===== src/jnpp_regs.vh =====
// constants for the nvm programming test port
`ifndef JNPP_REGS_VH
`define JNPP_REGS_VH
// instruction codes
`define JNPP_IR_W 4
`define JNPP_IR_CORE_HOLD 4'hC
`define JNPP_IR_UNLOCK 4'h4
`define JNPP_IR_CMD 4'h5
`define JNPP_IR_FILL 4'h6
`define JNPP_IR_DUMP 4'h7
`define JNPP_IR_BYPASS 4'hF
// data register widths
`define JNPP_UNLOCK_W 16
`define JNPP_CMD_W 15
`define JNPP_UNLOCK_SIG 16'hA370
`define JNPP_UNLOCK_RST 16'h0000
`define JNPP_CMD_RST 15'h0000
// page geometry: 128 bytes of 8 bits
`define JNPP_PAGE_BYTES 128
`define JNPP_PAGE_AW 7
// tap-disable release delay in chip clocks
`define JNPP_TD_CLR_CYC 2
// reset time-out default in chip clocks
`define JNPP_RST_TO_CYC 64
`define JNPP_RST_TO_W 16
// tap states, one-hot
`define JNPP_ST_W 16
`define JNPP_S_TLR 16'h0001
`define JNPP_S_RTI 16'h0002
`define JNPP_S_SDRS 16'h0004
`define JNPP_S_CDR 16'h0008
`define JNPP_S_SDR 16'h0010
`define JNPP_S_E1DR 16'h0020
`define JNPP_S_PDR 16'h0040
`define JNPP_S_E2DR 16'h0080
`define JNPP_S_UDR 16'h0100
`define JNPP_S_SIRS 16'h0200
`define JNPP_S_CIR 16'h0400
`define JNPP_S_SIR 16'h0800
`define JNPP_S_E1IR 16'h1000
`define JNPP_S_PIR 16'h2000
`define JNPP_S_E2IR 16'h4000
`define JNPP_S_UIR 16'h8000
`endif


===== src/jnpp_sync.v =====
// two flip-flop synchroniser for one pin
`timescale 1ns/1ps
module jnpp_sync (
    input wire i_mclk,
    input wire i_rst,
    input wire i_d,
    output reg o_q
);
    reg meta_q;
    // --------------------------------
    // first stage is read only by the second
    // --------------------------------
    always @(posedge i_mclk or posedge i_rst) begin
        if (i_rst) begin
            meta_q <= 1'b0;
            o_q <= 1'b0;
        end else begin
            meta_q <= i_d;
            o_q <= meta_q;
        end
    end
endmodule


===== src/jnpp_port.v =====
// nvm programming test access port, clocked by the chip clock
`timescale 1ns/1ps
`include "jnpp_regs.vh"
module jnpp_port (
    input wire i_mclk,
    input wire i_rst,
    input wire i_tck,
    input wire i_tms,
    input wire i_tdi,
    input wire i_tap_access_fuse,
    input wire i_tap_disable_set,
    input wire i_ext_reset_n,
    input wire [`JNPP_CMD_W-1:0] i_cmd_result,
    input wire [7:0] i_page_rdata,
    output reg o_tdo,
    output reg o_tdo_oe,
    output reg o_tap_disable_bit,
    output reg o_core_reset,
    output reg o_prog_enabled,
    output reg [`JNPP_CMD_W-1:0] o_cmd,
    output reg o_cmd_valid,
    output reg o_cmd_exec,
    output reg o_page_we,
    output reg [`JNPP_PAGE_AW-1:0] o_page_addr,
    output reg [7:0] o_page_wdata,
    output reg o_page_re
);
    // --------------------------------
    // pin synchronisers
    // --------------------------------
    wire tck_s, tms_s, tdi_s, xrst_n_s;
    jnpp_sync u_s_tck (.i_mclk(i_mclk), .i_rst(i_rst), .i_d(i_tck), .o_q(tck_s));
    jnpp_sync u_s_tms (.i_mclk(i_mclk), .i_rst(i_rst), .i_d(i_tms), .o_q(tms_s));
    jnpp_sync u_s_tdi (.i_mclk(i_mclk), .i_rst(i_rst), .i_d(i_tdi), .o_q(tdi_s));
    jnpp_sync u_s_xrst (.i_mclk(i_mclk), .i_rst(i_rst), .i_d(i_ext_reset_n),
        .o_q(xrst_n_s));

    reg tck_q;
    wire tck_rise = tck_s & ~tck_q;
    wire tck_fall = ~tck_s & tck_q;

    // --------------------------------
    // tap disable bit and port gate
    // --------------------------------
    reg [1:0] td_cnt_q;
    wire port_on = i_tap_access_fuse & ~o_tap_disable_bit;
    always @(posedge i_mclk or posedge i_rst) begin
        if (i_rst) begin
            o_tap_disable_bit <= 1'b0;
            td_cnt_q <= 2'd0;
        end else begin
            if (i_tap_disable_set) begin
                o_tap_disable_bit <= 1'b1;
                td_cnt_q <= 2'd0;
            end else if (o_tap_disable_bit && !xrst_n_s) begin
                // count chip clocks with reset held low, then release the pins
                if (td_cnt_q == `JNPP_TD_CLR_CYC - 1) begin
                    o_tap_disable_bit <= 1'b0;
                    td_cnt_q <= 2'd0;
                end else begin
                    td_cnt_q <= td_cnt_q + 2'd1;
                end
            end else begin
                td_cnt_q <= 2'd0;
            end
        end
    end

    // --------------------------------
    // tap state machine
    // --------------------------------
    reg [`JNPP_ST_W-1:0] st_q, st_d;
    always @* begin
        st_d = st_q;
        case (st_q)
            `JNPP_S_TLR: st_d = tms_s ? `JNPP_S_TLR : `JNPP_S_RTI;
            `JNPP_S_RTI: st_d = tms_s ? `JNPP_S_SDRS : `JNPP_S_RTI;
            `JNPP_S_SDRS: st_d = tms_s ? `JNPP_S_SIRS : `JNPP_S_CDR;
            `JNPP_S_CDR: st_d = tms_s ? `JNPP_S_E1DR : `JNPP_S_SDR;
            `JNPP_S_SDR: st_d = tms_s ? `JNPP_S_E1DR : `JNPP_S_SDR;
            `JNPP_S_E1DR: st_d = tms_s ? `JNPP_S_UDR : `JNPP_S_PDR;
            `JNPP_S_PDR: st_d = tms_s ? `JNPP_S_E2DR : `JNPP_S_PDR;
            `JNPP_S_E2DR: st_d = tms_s ? `JNPP_S_UDR : `JNPP_S_SDR;
            `JNPP_S_UDR: st_d = tms_s ? `JNPP_S_SDRS : `JNPP_S_RTI;
            `JNPP_S_SIRS: st_d = tms_s ? `JNPP_S_TLR : `JNPP_S_CIR;
            `JNPP_S_CIR: st_d = tms_s ? `JNPP_S_E1IR : `JNPP_S_SIR;
            `JNPP_S_SIR: st_d = tms_s ? `JNPP_S_E1IR : `JNPP_S_SIR;
            `JNPP_S_E1IR: st_d = tms_s ? `JNPP_S_UIR : `JNPP_S_PIR;
            `JNPP_S_PIR: st_d = tms_s ? `JNPP_S_E2IR : `JNPP_S_PIR;
            `JNPP_S_E2IR: st_d = tms_s ? `JNPP_S_UIR : `JNPP_S_SIR;
            `JNPP_S_UIR: st_d = tms_s ? `JNPP_S_SDRS : `JNPP_S_RTI;
            default: st_d = `JNPP_S_TLR;
        endcase
    end

    // --------------------------------
    // shift registers and datapath
    // --------------------------------
    reg [`JNPP_IR_W-1:0] ir_sh_q, ir_q;
    reg hold_chain_q;
    reg [`JNPP_UNLOCK_W-1:0] unlock_q;
    reg [`JNPP_CMD_W-1:0] cmd_sh_q;
    reg [7:0] byte_sh_q;
    reg [2:0] bit_cnt_q;
    reg byp_q;
    reg cmd_pending_q;
    reg tdo_bit;

    wire sel_hold = (ir_q == `JNPP_IR_CORE_HOLD);
    wire sel_unlock = (ir_q == `JNPP_IR_UNLOCK);
    wire sel_cmd = (ir_q == `JNPP_IR_CMD);
    wire sel_fill = (ir_q == `JNPP_IR_FILL) & o_prog_enabled;
    wire sel_dump = (ir_q == `JNPP_IR_DUMP) & o_prog_enabled;
    wire adv = port_on & tck_rise;

    always @(posedge i_mclk or posedge i_rst) begin
        if (i_rst) begin
            tck_q <= 1'b0;
            st_q <= `JNPP_S_TLR;
            ir_sh_q <= 4'h0;
            ir_q <= `JNPP_IR_BYPASS;
            hold_chain_q <= 1'b0;
            unlock_q <= `JNPP_UNLOCK_RST;
            o_prog_enabled <= 1'b0;
            cmd_sh_q <= `JNPP_CMD_RST;
            o_cmd <= `JNPP_CMD_RST;
            o_cmd_valid <= 1'b0;
            o_cmd_exec <= 1'b0;
            cmd_pending_q <= 1'b0;
            byte_sh_q <= 8'h00;
            bit_cnt_q <= 3'd0;
            byp_q <= 1'b0;
            o_page_we <= 1'b0;
            o_page_re <= 1'b0;
            o_page_addr <= 7'h00;
            o_page_wdata <= 8'h00;
        end else begin
            tck_q <= tck_s;
            o_cmd_exec <= 1'b0;
            o_cmd_valid <= 1'b0;
            o_page_we <= 1'b0;
            o_page_re <= 1'b0;
            if (adv) begin
                st_q <= st_d;
                // instruction register, lsb in first
                if (st_q == `JNPP_S_CIR)
                    ir_sh_q <= 4'h1;
                else if (st_q == `JNPP_S_SIR)
                    ir_sh_q <= {tdi_s, ir_sh_q[3:1]};
                if (st_q == `JNPP_S_UIR)
                    ir_q <= ir_sh_q;
                else if (st_q == `JNPP_S_TLR)
                    ir_q <= `JNPP_IR_BYPASS; // the hold chain survives this
                // shift-dr per selected register
                if (st_q == `JNPP_S_SDR) begin
                    if (sel_hold)
                        hold_chain_q <= tdi_s;
                    else if (sel_unlock)
                        unlock_q <= {tdi_s, unlock_q[15:1]};
                    else if (sel_cmd)
                        cmd_sh_q <= {tdi_s, cmd_sh_q[14:1]};
                    else if (sel_fill) begin
                        byte_sh_q <= {tdi_s, byte_sh_q[7:1]};
                        bit_cnt_q <= bit_cnt_q + 3'd1;
                        if (bit_cnt_q == 3'd7) begin
                            // full byte goes straight to the page buffer
                            o_page_wdata <= {tdi_s, byte_sh_q[7:1]};
                            o_page_we <= 1'b1;
                            o_page_addr <= o_page_addr + 7'd1;
                        end
                    end else if (sel_dump) begin
                        // tdi never enters the dump shifter
                        bit_cnt_q <= bit_cnt_q + 3'd1;
                        if (bit_cnt_q == 3'd7) begin
                            byte_sh_q <= i_page_rdata;
                            o_page_re <= 1'b1;
                            // step on so the next byte is prefetched well before its load
                            o_page_addr <= o_page_addr + 7'd1;
                        end else begin
                            byte_sh_q <= {1'b0, byte_sh_q[7:1]};
                        end
                    end else
                        byp_q <= tdi_s;
                end
                // capture-dr: the command register loads the result, fill and dump clear the byte shifter and page address
                if (st_q == `JNPP_S_CDR) begin
                    bit_cnt_q <= 3'd0;
                    if (sel_cmd)
                        cmd_sh_q <= i_cmd_result;
                    if (sel_fill || sel_dump) begin
                        o_page_addr <= 7'h00;
                        o_page_re <= sel_dump;
                        byte_sh_q <= 8'h00; // lead dummy byte shifts out as zeros
                    end
                    if (!sel_cmd)
                        byp_q <= 1'b0;
                end
                // update-dr
                if (st_q == `JNPP_S_UDR) begin
                    if (sel_unlock)
                        o_prog_enabled <= (unlock_q == `JNPP_UNLOCK_SIG);
                    if (sel_cmd && o_prog_enabled) begin
                        o_cmd <= cmd_sh_q;
                        o_cmd_valid <= 1'b1;
                        cmd_pending_q <= 1'b1;
                    end
                end
                // one execute clock on entering run-test/idle after an update
                // the arming update may itself be the step into idle
                if (st_d == `JNPP_S_RTI && st_q != `JNPP_S_RTI &&
                    (cmd_pending_q || (st_q == `JNPP_S_UDR && sel_cmd && o_prog_enabled))) begin
                    o_cmd_exec <= 1'b1;
                    cmd_pending_q <= 1'b0;
                end
            end
        end
    end

    // --------------------------------
    // tdo mux, lsb out first
    // --------------------------------
    always @* begin
        tdo_bit = byp_q;
        if (st_q == `JNPP_S_SIR)
            tdo_bit = ir_sh_q[0];
        else if (sel_hold)
            tdo_bit = hold_chain_q;
        else if (sel_unlock)
            tdo_bit = unlock_q[0];
        else if (sel_cmd)
            tdo_bit = cmd_sh_q[0];
        else if (sel_fill || sel_dump)
            tdo_bit = byte_sh_q[0];
    end

    // tdo moves on falling tck, driven only in shift states
    always @(posedge i_mclk or posedge i_rst) begin
        if (i_rst) begin
            o_tdo <= 1'b0;
            o_tdo_oe <= 1'b0;
        end else if (port_on && tck_fall) begin
            o_tdo <= tdo_bit;
            o_tdo_oe <= (st_q == `JNPP_S_SDR) || (st_q == `JNPP_S_SIR);
        end else if (!port_on) begin
            o_tdo_oe <= 1'b0;
        end
    end

    // --------------------------------
    // core reset and time-out
    // --------------------------------
    // the chain bit is registered only once: a chip clock after tck, no
    // extra latch, so the hold takes effect at once
    reg [`JNPP_RST_TO_W-1:0] to_cnt_q;
    localparam [`JNPP_RST_TO_W-1:0] RST_TO_INIT = `JNPP_RST_TO_CYC;
    // power-on also runs the full time-out before the core is let go
    always @(posedge i_mclk or posedge i_rst) begin
        if (i_rst) begin
            to_cnt_q <= RST_TO_INIT;
            o_core_reset <= 1'b1;
        end else if (hold_chain_q || !xrst_n_s) begin
            to_cnt_q <= RST_TO_INIT;
            o_core_reset <= 1'b1;
        end else if (to_cnt_q != 16'h0000) begin
            to_cnt_q <= to_cnt_q - 16'h0001;
            o_core_reset <= 1'b1;
        end else begin
            o_core_reset <= 1'b0;
        end
    end
endmodule


===== config.mk =====
export PLATFORM = sky130hd
export DESIGN_NAME = jnpp_port
export DESIGN_NICKNAME = d
export VERILOG_FILES = /design/src/jnpp_sync.v /design/src/jnpp_port.v
export VERILOG_INCLUDE_DIRS = /design/src
export SDC_FILE = /design/constraint.sdc
export NUM_CORES = 1
export LEC_CHECK = 0
export BUFFER_PORTS_ARGS = -buffer_cell sky130_fd_sc_hd__buf_2
export CORE_MARGIN = 8
export CORE_UTILIZATION = 60
export DETAILED_ROUTE_END_ITERATION = 8
export MAX_ROUTING_LAYER = met4
export PLACE_DENSITY = 0.84
export SLEW_MARGIN = 40
export SYNTH_ARGS = -nofsm -noshare
export SYNTH_HDL_FRONTEND = slang
export SYNTH_SLANG_ARGS = --single-unit

===== constraint.sdc =====
create_clock -name i_mclk -period 6.6 [get_ports i_mclk]
set_input_delay 0.66 -clock i_mclk [delete_from_list [all_inputs] [get_ports i_mclk]]
set_output_delay 0.66 -clock i_mclk [all_outputs]
set_load 0.03 [all_outputs]

Yosys cells after proc, flatten, opt, wreduce, memory -nomap -nowiden

Index checks and enable logic that the tools add are counted.
Widths: inputs -> output; s select.

Register bits after elaboration: 135
Bits of input ports: 31

Reductions and logical operators: 35
Add/sub/neg operators: 4
Mux-type cells: 97
Equality and inequality tests: 30
Bitwise logic cells: 12

Operators with widths:

| operator             | count |
|---|---|
| $pmux 16 s12         | 1 |
| $mux 15              | 7 |
| $mux 8               | 10 |
| $mux 16              | 4 |
| $mux 7               | 9 |
| $mux 1               | 44 |
| $eq 16x16->1 const B | 2 |
| $eq 16x2->1 const B  | 2 |
| $mux 3               | 8 |
| $mux 9               | 2 |
| $eq 16x1->1 const B  | 1 |
| $eq 16x10->1 const B | 1 |
| $eq 16x11->1 const B | 1 |
| $eq 16x12->1 const B | 1 |
| $eq 16x13->1 const B | 1 |
| $eq 16x14->1 const B | 1 |
| $eq 16x15->1 const B | 1 |
| $eq 16x3->1 const B  | 1 |
| $eq 16x4->1 const B  | 1 |
| $eq 16x5->1 const B  | 1 |
| $eq 16x6->1 const B  | 1 |
| $eq 16x7->1 const B  | 1 |
| $eq 16x8->1 const B  | 1 |
| $eq 16x9->1 const B  | 1 |
| other kinds (31)     | 75 |

Depth between registers and ports, before layout

Depth after elaboration: 11
Gate-level depth with buffers: 8
Depth with buffers taken out: 7

By module

Synthesis repeated with hierarchy kept, for this count alone.

Cell total of the unflattened synthesis: 591
Area total of the unflattened synthesis: 6421.2 um^2

By module, submodules not included:

| module    | area each (um^2) | sequential area each (um^2) | times used | cells an instance |
|---|---|---|---|---|
| jnpp_port | 6206.0           | 3186.8                      | 1          | 579 |
| jnpp_sync | 53.8             | 50.0                        | 4          | 3 |

Worst setup path before layout

No wires, ideal clock.

Path kind: register to register
From: reg st_q[14]
To: reg o_cmd[0]
Buffers on the path: 2
Arrival time: 2.204 ns
Library setup time: 0.125 ns
Period minus slack after synthesis: 2.329 ns
Stages on the path, launching flop included: 7
Setup slack: 4.271 ns
Cell sequence: dfrtp_1 buf_2 nor4_2 nand3_1 nor3_4 buf_4 mux2_2

Longest elaborated chain between the ends: 2

RTL lines:

| element                           | RTL line        | source |
|---|---|---|
| from (decl)                       | jnpp_port.v:72  | `` reg [`JNPP_ST_W-1:0] st_q, st_d; `` |
| from (signal assigned)            | jnpp_port.v:119 | `` st_q <= `JNPP_S_TLR; `` |
| from (signal assigned)            | jnpp_port.v:144 | `st_q <= st_d;` |
| $eq 16x9->1                       | n/a             |  |
| $reduce_and 3->1 (no source line) | n/a             |  |
| to (signal assigned)              | jnpp_port.v:126 | `` o_cmd <= `JNPP_CMD_RST; `` |
| to (signal assigned)              | jnpp_port.v:203 | `o_cmd <= cmd_sh_q;` |
| to (decl)                         | jnpp_port.v:20  | `` output reg [`JNPP_CMD_W-1:0] o_cmd, `` |

No other way between the ends.
A chain may end at the register's enable or synchronous reset.

Worst setup path after layout

From: reg st_q[14]
To: reg o_page_addr[1]

Longest elaborated chain between the ends: 4
Elaborated cells between the ends (all ways): 5
Classes of those cells: 2 x eq/ne; 3 x mux

RTL lines:

| element              | RTL line        | source |
|---|---|---|
| $eq 16x5->1          | n/a             |  |
| $mux 7               | jnpp_port.v:155 | `` if (st_q == `JNPP_S_SDR) begin `` |
| $mux 7               | jnpp_port.v:190 | `if (sel_fill \|\| sel_dump) begin` |
| $mux 7 (*)           | jnpp_port.v:186 | `` if (st_q == `JNPP_S_CDR) begin `` |
| to (signal assigned) | jnpp_port.v:169 | `o_page_addr <= o_page_addr + 7'd1;` |
| to (signal assigned) | jnpp_port.v:178 | `o_page_addr <= o_page_addr + 7'd1;` |
| to (decl)            | jnpp_port.v:24  | `` output reg [`JNPP_PAGE_AW-1:0] o_page_addr, `` |

Every way passes the cells marked *; elsewhere a longest branch is shown, timed or not.

==> impl_metrics.py <==
metrics = {
    "timing": {
        "hold_viol": 0,
        "post-route-period-util_pct": 47.11,
        "setup-tns-final_ns": 0,
        "rsz0062_at_grt": "false",
        "finalClockSkew_ns": 0.007595,
        "slew_viol_final": 0,
        "setup_viol": 0,
        "relSlewSlack_pct": 47.28,
        "fin_crit_ns": 3.109,
        "worstMarginPinSlew_ns": 0.7883,
        "fmax_mhz": 321.6,
        "fin_ws_ns": 3.491,
    },
    "floorplan": {
        "ioPinCount": 70,
        "die_area_sq_um": 14410,
        "die_w_um": 120.0,
        "start_util_pct": 60.70,
        "rows": 38,
        "die_h_um": 120.0,
        "core_sq_um": 10700,
    },
    "synth": {
        "synthFlopType": "dfrtp_1",
        "synth_area_leader_cell": "dfrtp_1",
        "ys_async_sr_fraction_pct": 100.0,
        "ys_types": 66,
        "synth.most_common_cell": "dfrtp_1",
        "synth.cell_area_sq_um": 6494,
        "ys_seq_elements": 135,
        "ys_seq_area_share_pct": 52.16,
        "synth_nets": 632,
        "synth_common_cells": "dfrtp_1, nor2_1, nand2_1, mux2_2, nor3_1",
        "syn-instance-count": 597,
        "ys_top_cells_by_area": "dfrtp_1, mux2_2, dfstp_2, nor2_1, nand2_1",
        "yosysTopAreaCellShare_pct": 49.33,
        "ys.warnings.count": 0,
        "synth_edf_count": 0,
        "synth_area_per_cell_sq_um": 10.88,
    },
    "placed_design": {
        "portBuffers": 69,
        "dpl.hpwl_um": 10700,
        "dp_slack_ns": 3.502,
        "gp_congestion": 0.9416,
    },
    "clock_tree": {
        "clk_latency_ns": 0.54,
        "cts_buffer_depth": 2,
        "htree_levels": 4,
        "hold_buffers": 0,
        "clock-sinks": 135,
        "clock-root-buffer": "clkbuf_8",
        "post_cts_buffers": 0,
        "cts_buffers": 17,
        "cts_tree": "yes",
        "postCtsResizedCells": 0,
        "path_clk_slew_ns": 0.06,
    },
    "run": {
        "maxCapViolCount": 0,
    },
    "worst_setup_path": {
        "rr_worst_depth": 5,
        "setup.worst_path.class": "reg2reg",
        "crit_required_ns": 7.02,
        "crit_buf_inv": 0,
        "reg2reg_slack_ns": 3.49,
        "critPathLaunchType": "flip-flop",
        "slowest_stage": "or4_1",
        "crit_fanout": 27,
        "crit_arrival_ns": 3.53,
        "path_delay_family": "simple AND/OR/NAND/NOR gates",
        "timing.rr.end": "o_page_addr[1]$_DFFE_PP0P_",
        "reg2reg_from": "st_q[14]$_DFFE_PP0P_",
        "slowest_delay_ns": 0.79,
        "path_cells": "nor4_2 > nand4_2 > or4_1 > a21oi_1 > o22ai_1",
        "endpoint_kind": "flip-flop",
    },
    "status": {
        "status": "complete, no violations",
    },
    "layout": {
        "nets": 683,
        "nFillCells": 774,
        "n_antenna_cell": 0,
        "drive_gt1_share_pct": 26.48,
        "synthToLayoutAreaGrowth_pct": 14.72,
    },
    "drt": {
        "drtPass1Iterations": 5,
        "remaining_drc_errors": 0,
        "vias": 4960,
        "vias_per_cell": 6.192,
        "routed_wl_um": 15620,
        "routedWlPerCell_um": 19.50,
        "ant_nets": 0,
        "drt_iter0_markers": 446,
    },
    "grt": {
        "grt_max_degree": 78,
        "grt_pass1_vias": 5116,
        "antenna_found_initial": 0,
        "grt_pass1_wl_um": 25920,
        "grt_usage_pct": 23.17,
        "grt_overflow": 0,
    },
    "min_path": {
        "worstHoldStart": "i_tms",
        "hold_path_class": "in2reg",
        "holdPathEnd": "u_s_tms.meta_q$_DFF_PP0_",
        "holdPathStages": 1,
    },
    "power_and_ir_drop": {
        "power.density_nw_per_um2": 285.6,
        "p_leak_nw": 3.542,
        "irDropWorstVdd_mv": 0.2124,
    },
}
==> sequential cells by signal, indices dropped and copies added (netlist names), 7 cells and up <==
name and cells:
o_page_wdata 8, o_page_addr 7, o_cmd 15, cmd_sh_q 15, to_cnt_q 16, byte_sh_q 8
unlock_q 16, st_q 16
==> metal layers <==
metal / global-route usage, % / share of wire, %
met2: 35.63 / 49
met1: 28.16 / 44
met4: 9.992 / 2.3
met3: 6.529 / 5.1
met5: - / 0
==> power breakdown <==
group	internal [mW]	total (mW)	switching, mW
sequential	0.872	0.928	0.0553
combinational	0.115	0.289	0.174
clock	0.556	0.910	0.355
total	1.54	2.13	0.584
==> layout make-up <==
cell class                 count  area (sq um)  share of cell area, %
sequential                   135          3387                  45.47
clock buffer                  20         445.4                  5.979
multi-input combinational    408          2878                  38.63
timing repair buffer          74         390.4                  5.240
tap                          140         175.2                  2.351
clock inverter                12         126.4                  1.696
inverter                      12         47.55                 0.6382
==> placed cells by master, fill, tap and decap left out, drive strengths merged, types with 4 or more instances in the layout <==
cell	count
or4	7
a2bb2oi	15
inv	13
nand4b	4
and2	5
nand2b	6
nand4	15
clkbuf	20
o21ai	17
nor2b	5
nor3	26
nand3	17
xnor2	10
or3	5
xor2	13
nand2	39
mux2i	11
nor2	47
a21oi	24
dfstp	7
mux2	41
nor4	18
dfrtp	128
clkinv	7
o22ai	17
buf	74
nor4b	13
ha	4
==> logic make-up (layout without fill, tap and decap cells) <==
family | count (synthesis) | count (layout) | share of synthesized area [%]
simple gates | 228 | 228 | 20.66
flops | 135 | 135 | 52.16
compound gates | 101 | 101 | 10.31
buf+inv | 54 | 118 | 3.738
mux | 52 | 52 | 9.268
xor+xnor | 23 | 23 | 3.102
fa+ha+maj | 4 | 4 | 0.7707
==> stage by stage <==
step                      power [mW]  hold WS, ns  utilization, %  instances  area (sq um)
final                          2.128       0.2240           69.64        801          7450
after global routing           2.213       0.2038           69.64        801          7450
after CTS                      2.131       0.2124           69.59        801          7445
after detailed placement       1.221       0.3387           64.25        769          6873
after global placement         1.209       0.3344           64.02        768          6849
after floorplan                1.151       0.3312               -        597          6494
==> worst max path at each step <==
stage,from,endpoint,cells after the start
floorplan,i_rst,bit_cnt_q[0]$_DFFE_PP0P_,1
global placement,st_q[14]$_DFFE_PP0P_,o_page_addr[1]$_DFFE_PP0P_,5
detailed placement,i_tap_access_fuse,o_page_wdata[7]$_DFFE_PP0P_,7
CTS,st_q[14]$_DFFE_PP0P_,o_page_addr[1]$_DFFE_PP0P_,5
global route,st_q[14]$_DFFE_PP0P_,o_page_addr[1]$_DFFE_PP0P_,5
finish,st_q[14]$_DFFE_PP0P_,o_page_addr[1]$_DFFE_PP0P_,5
(Power assumes the default switching activity.)
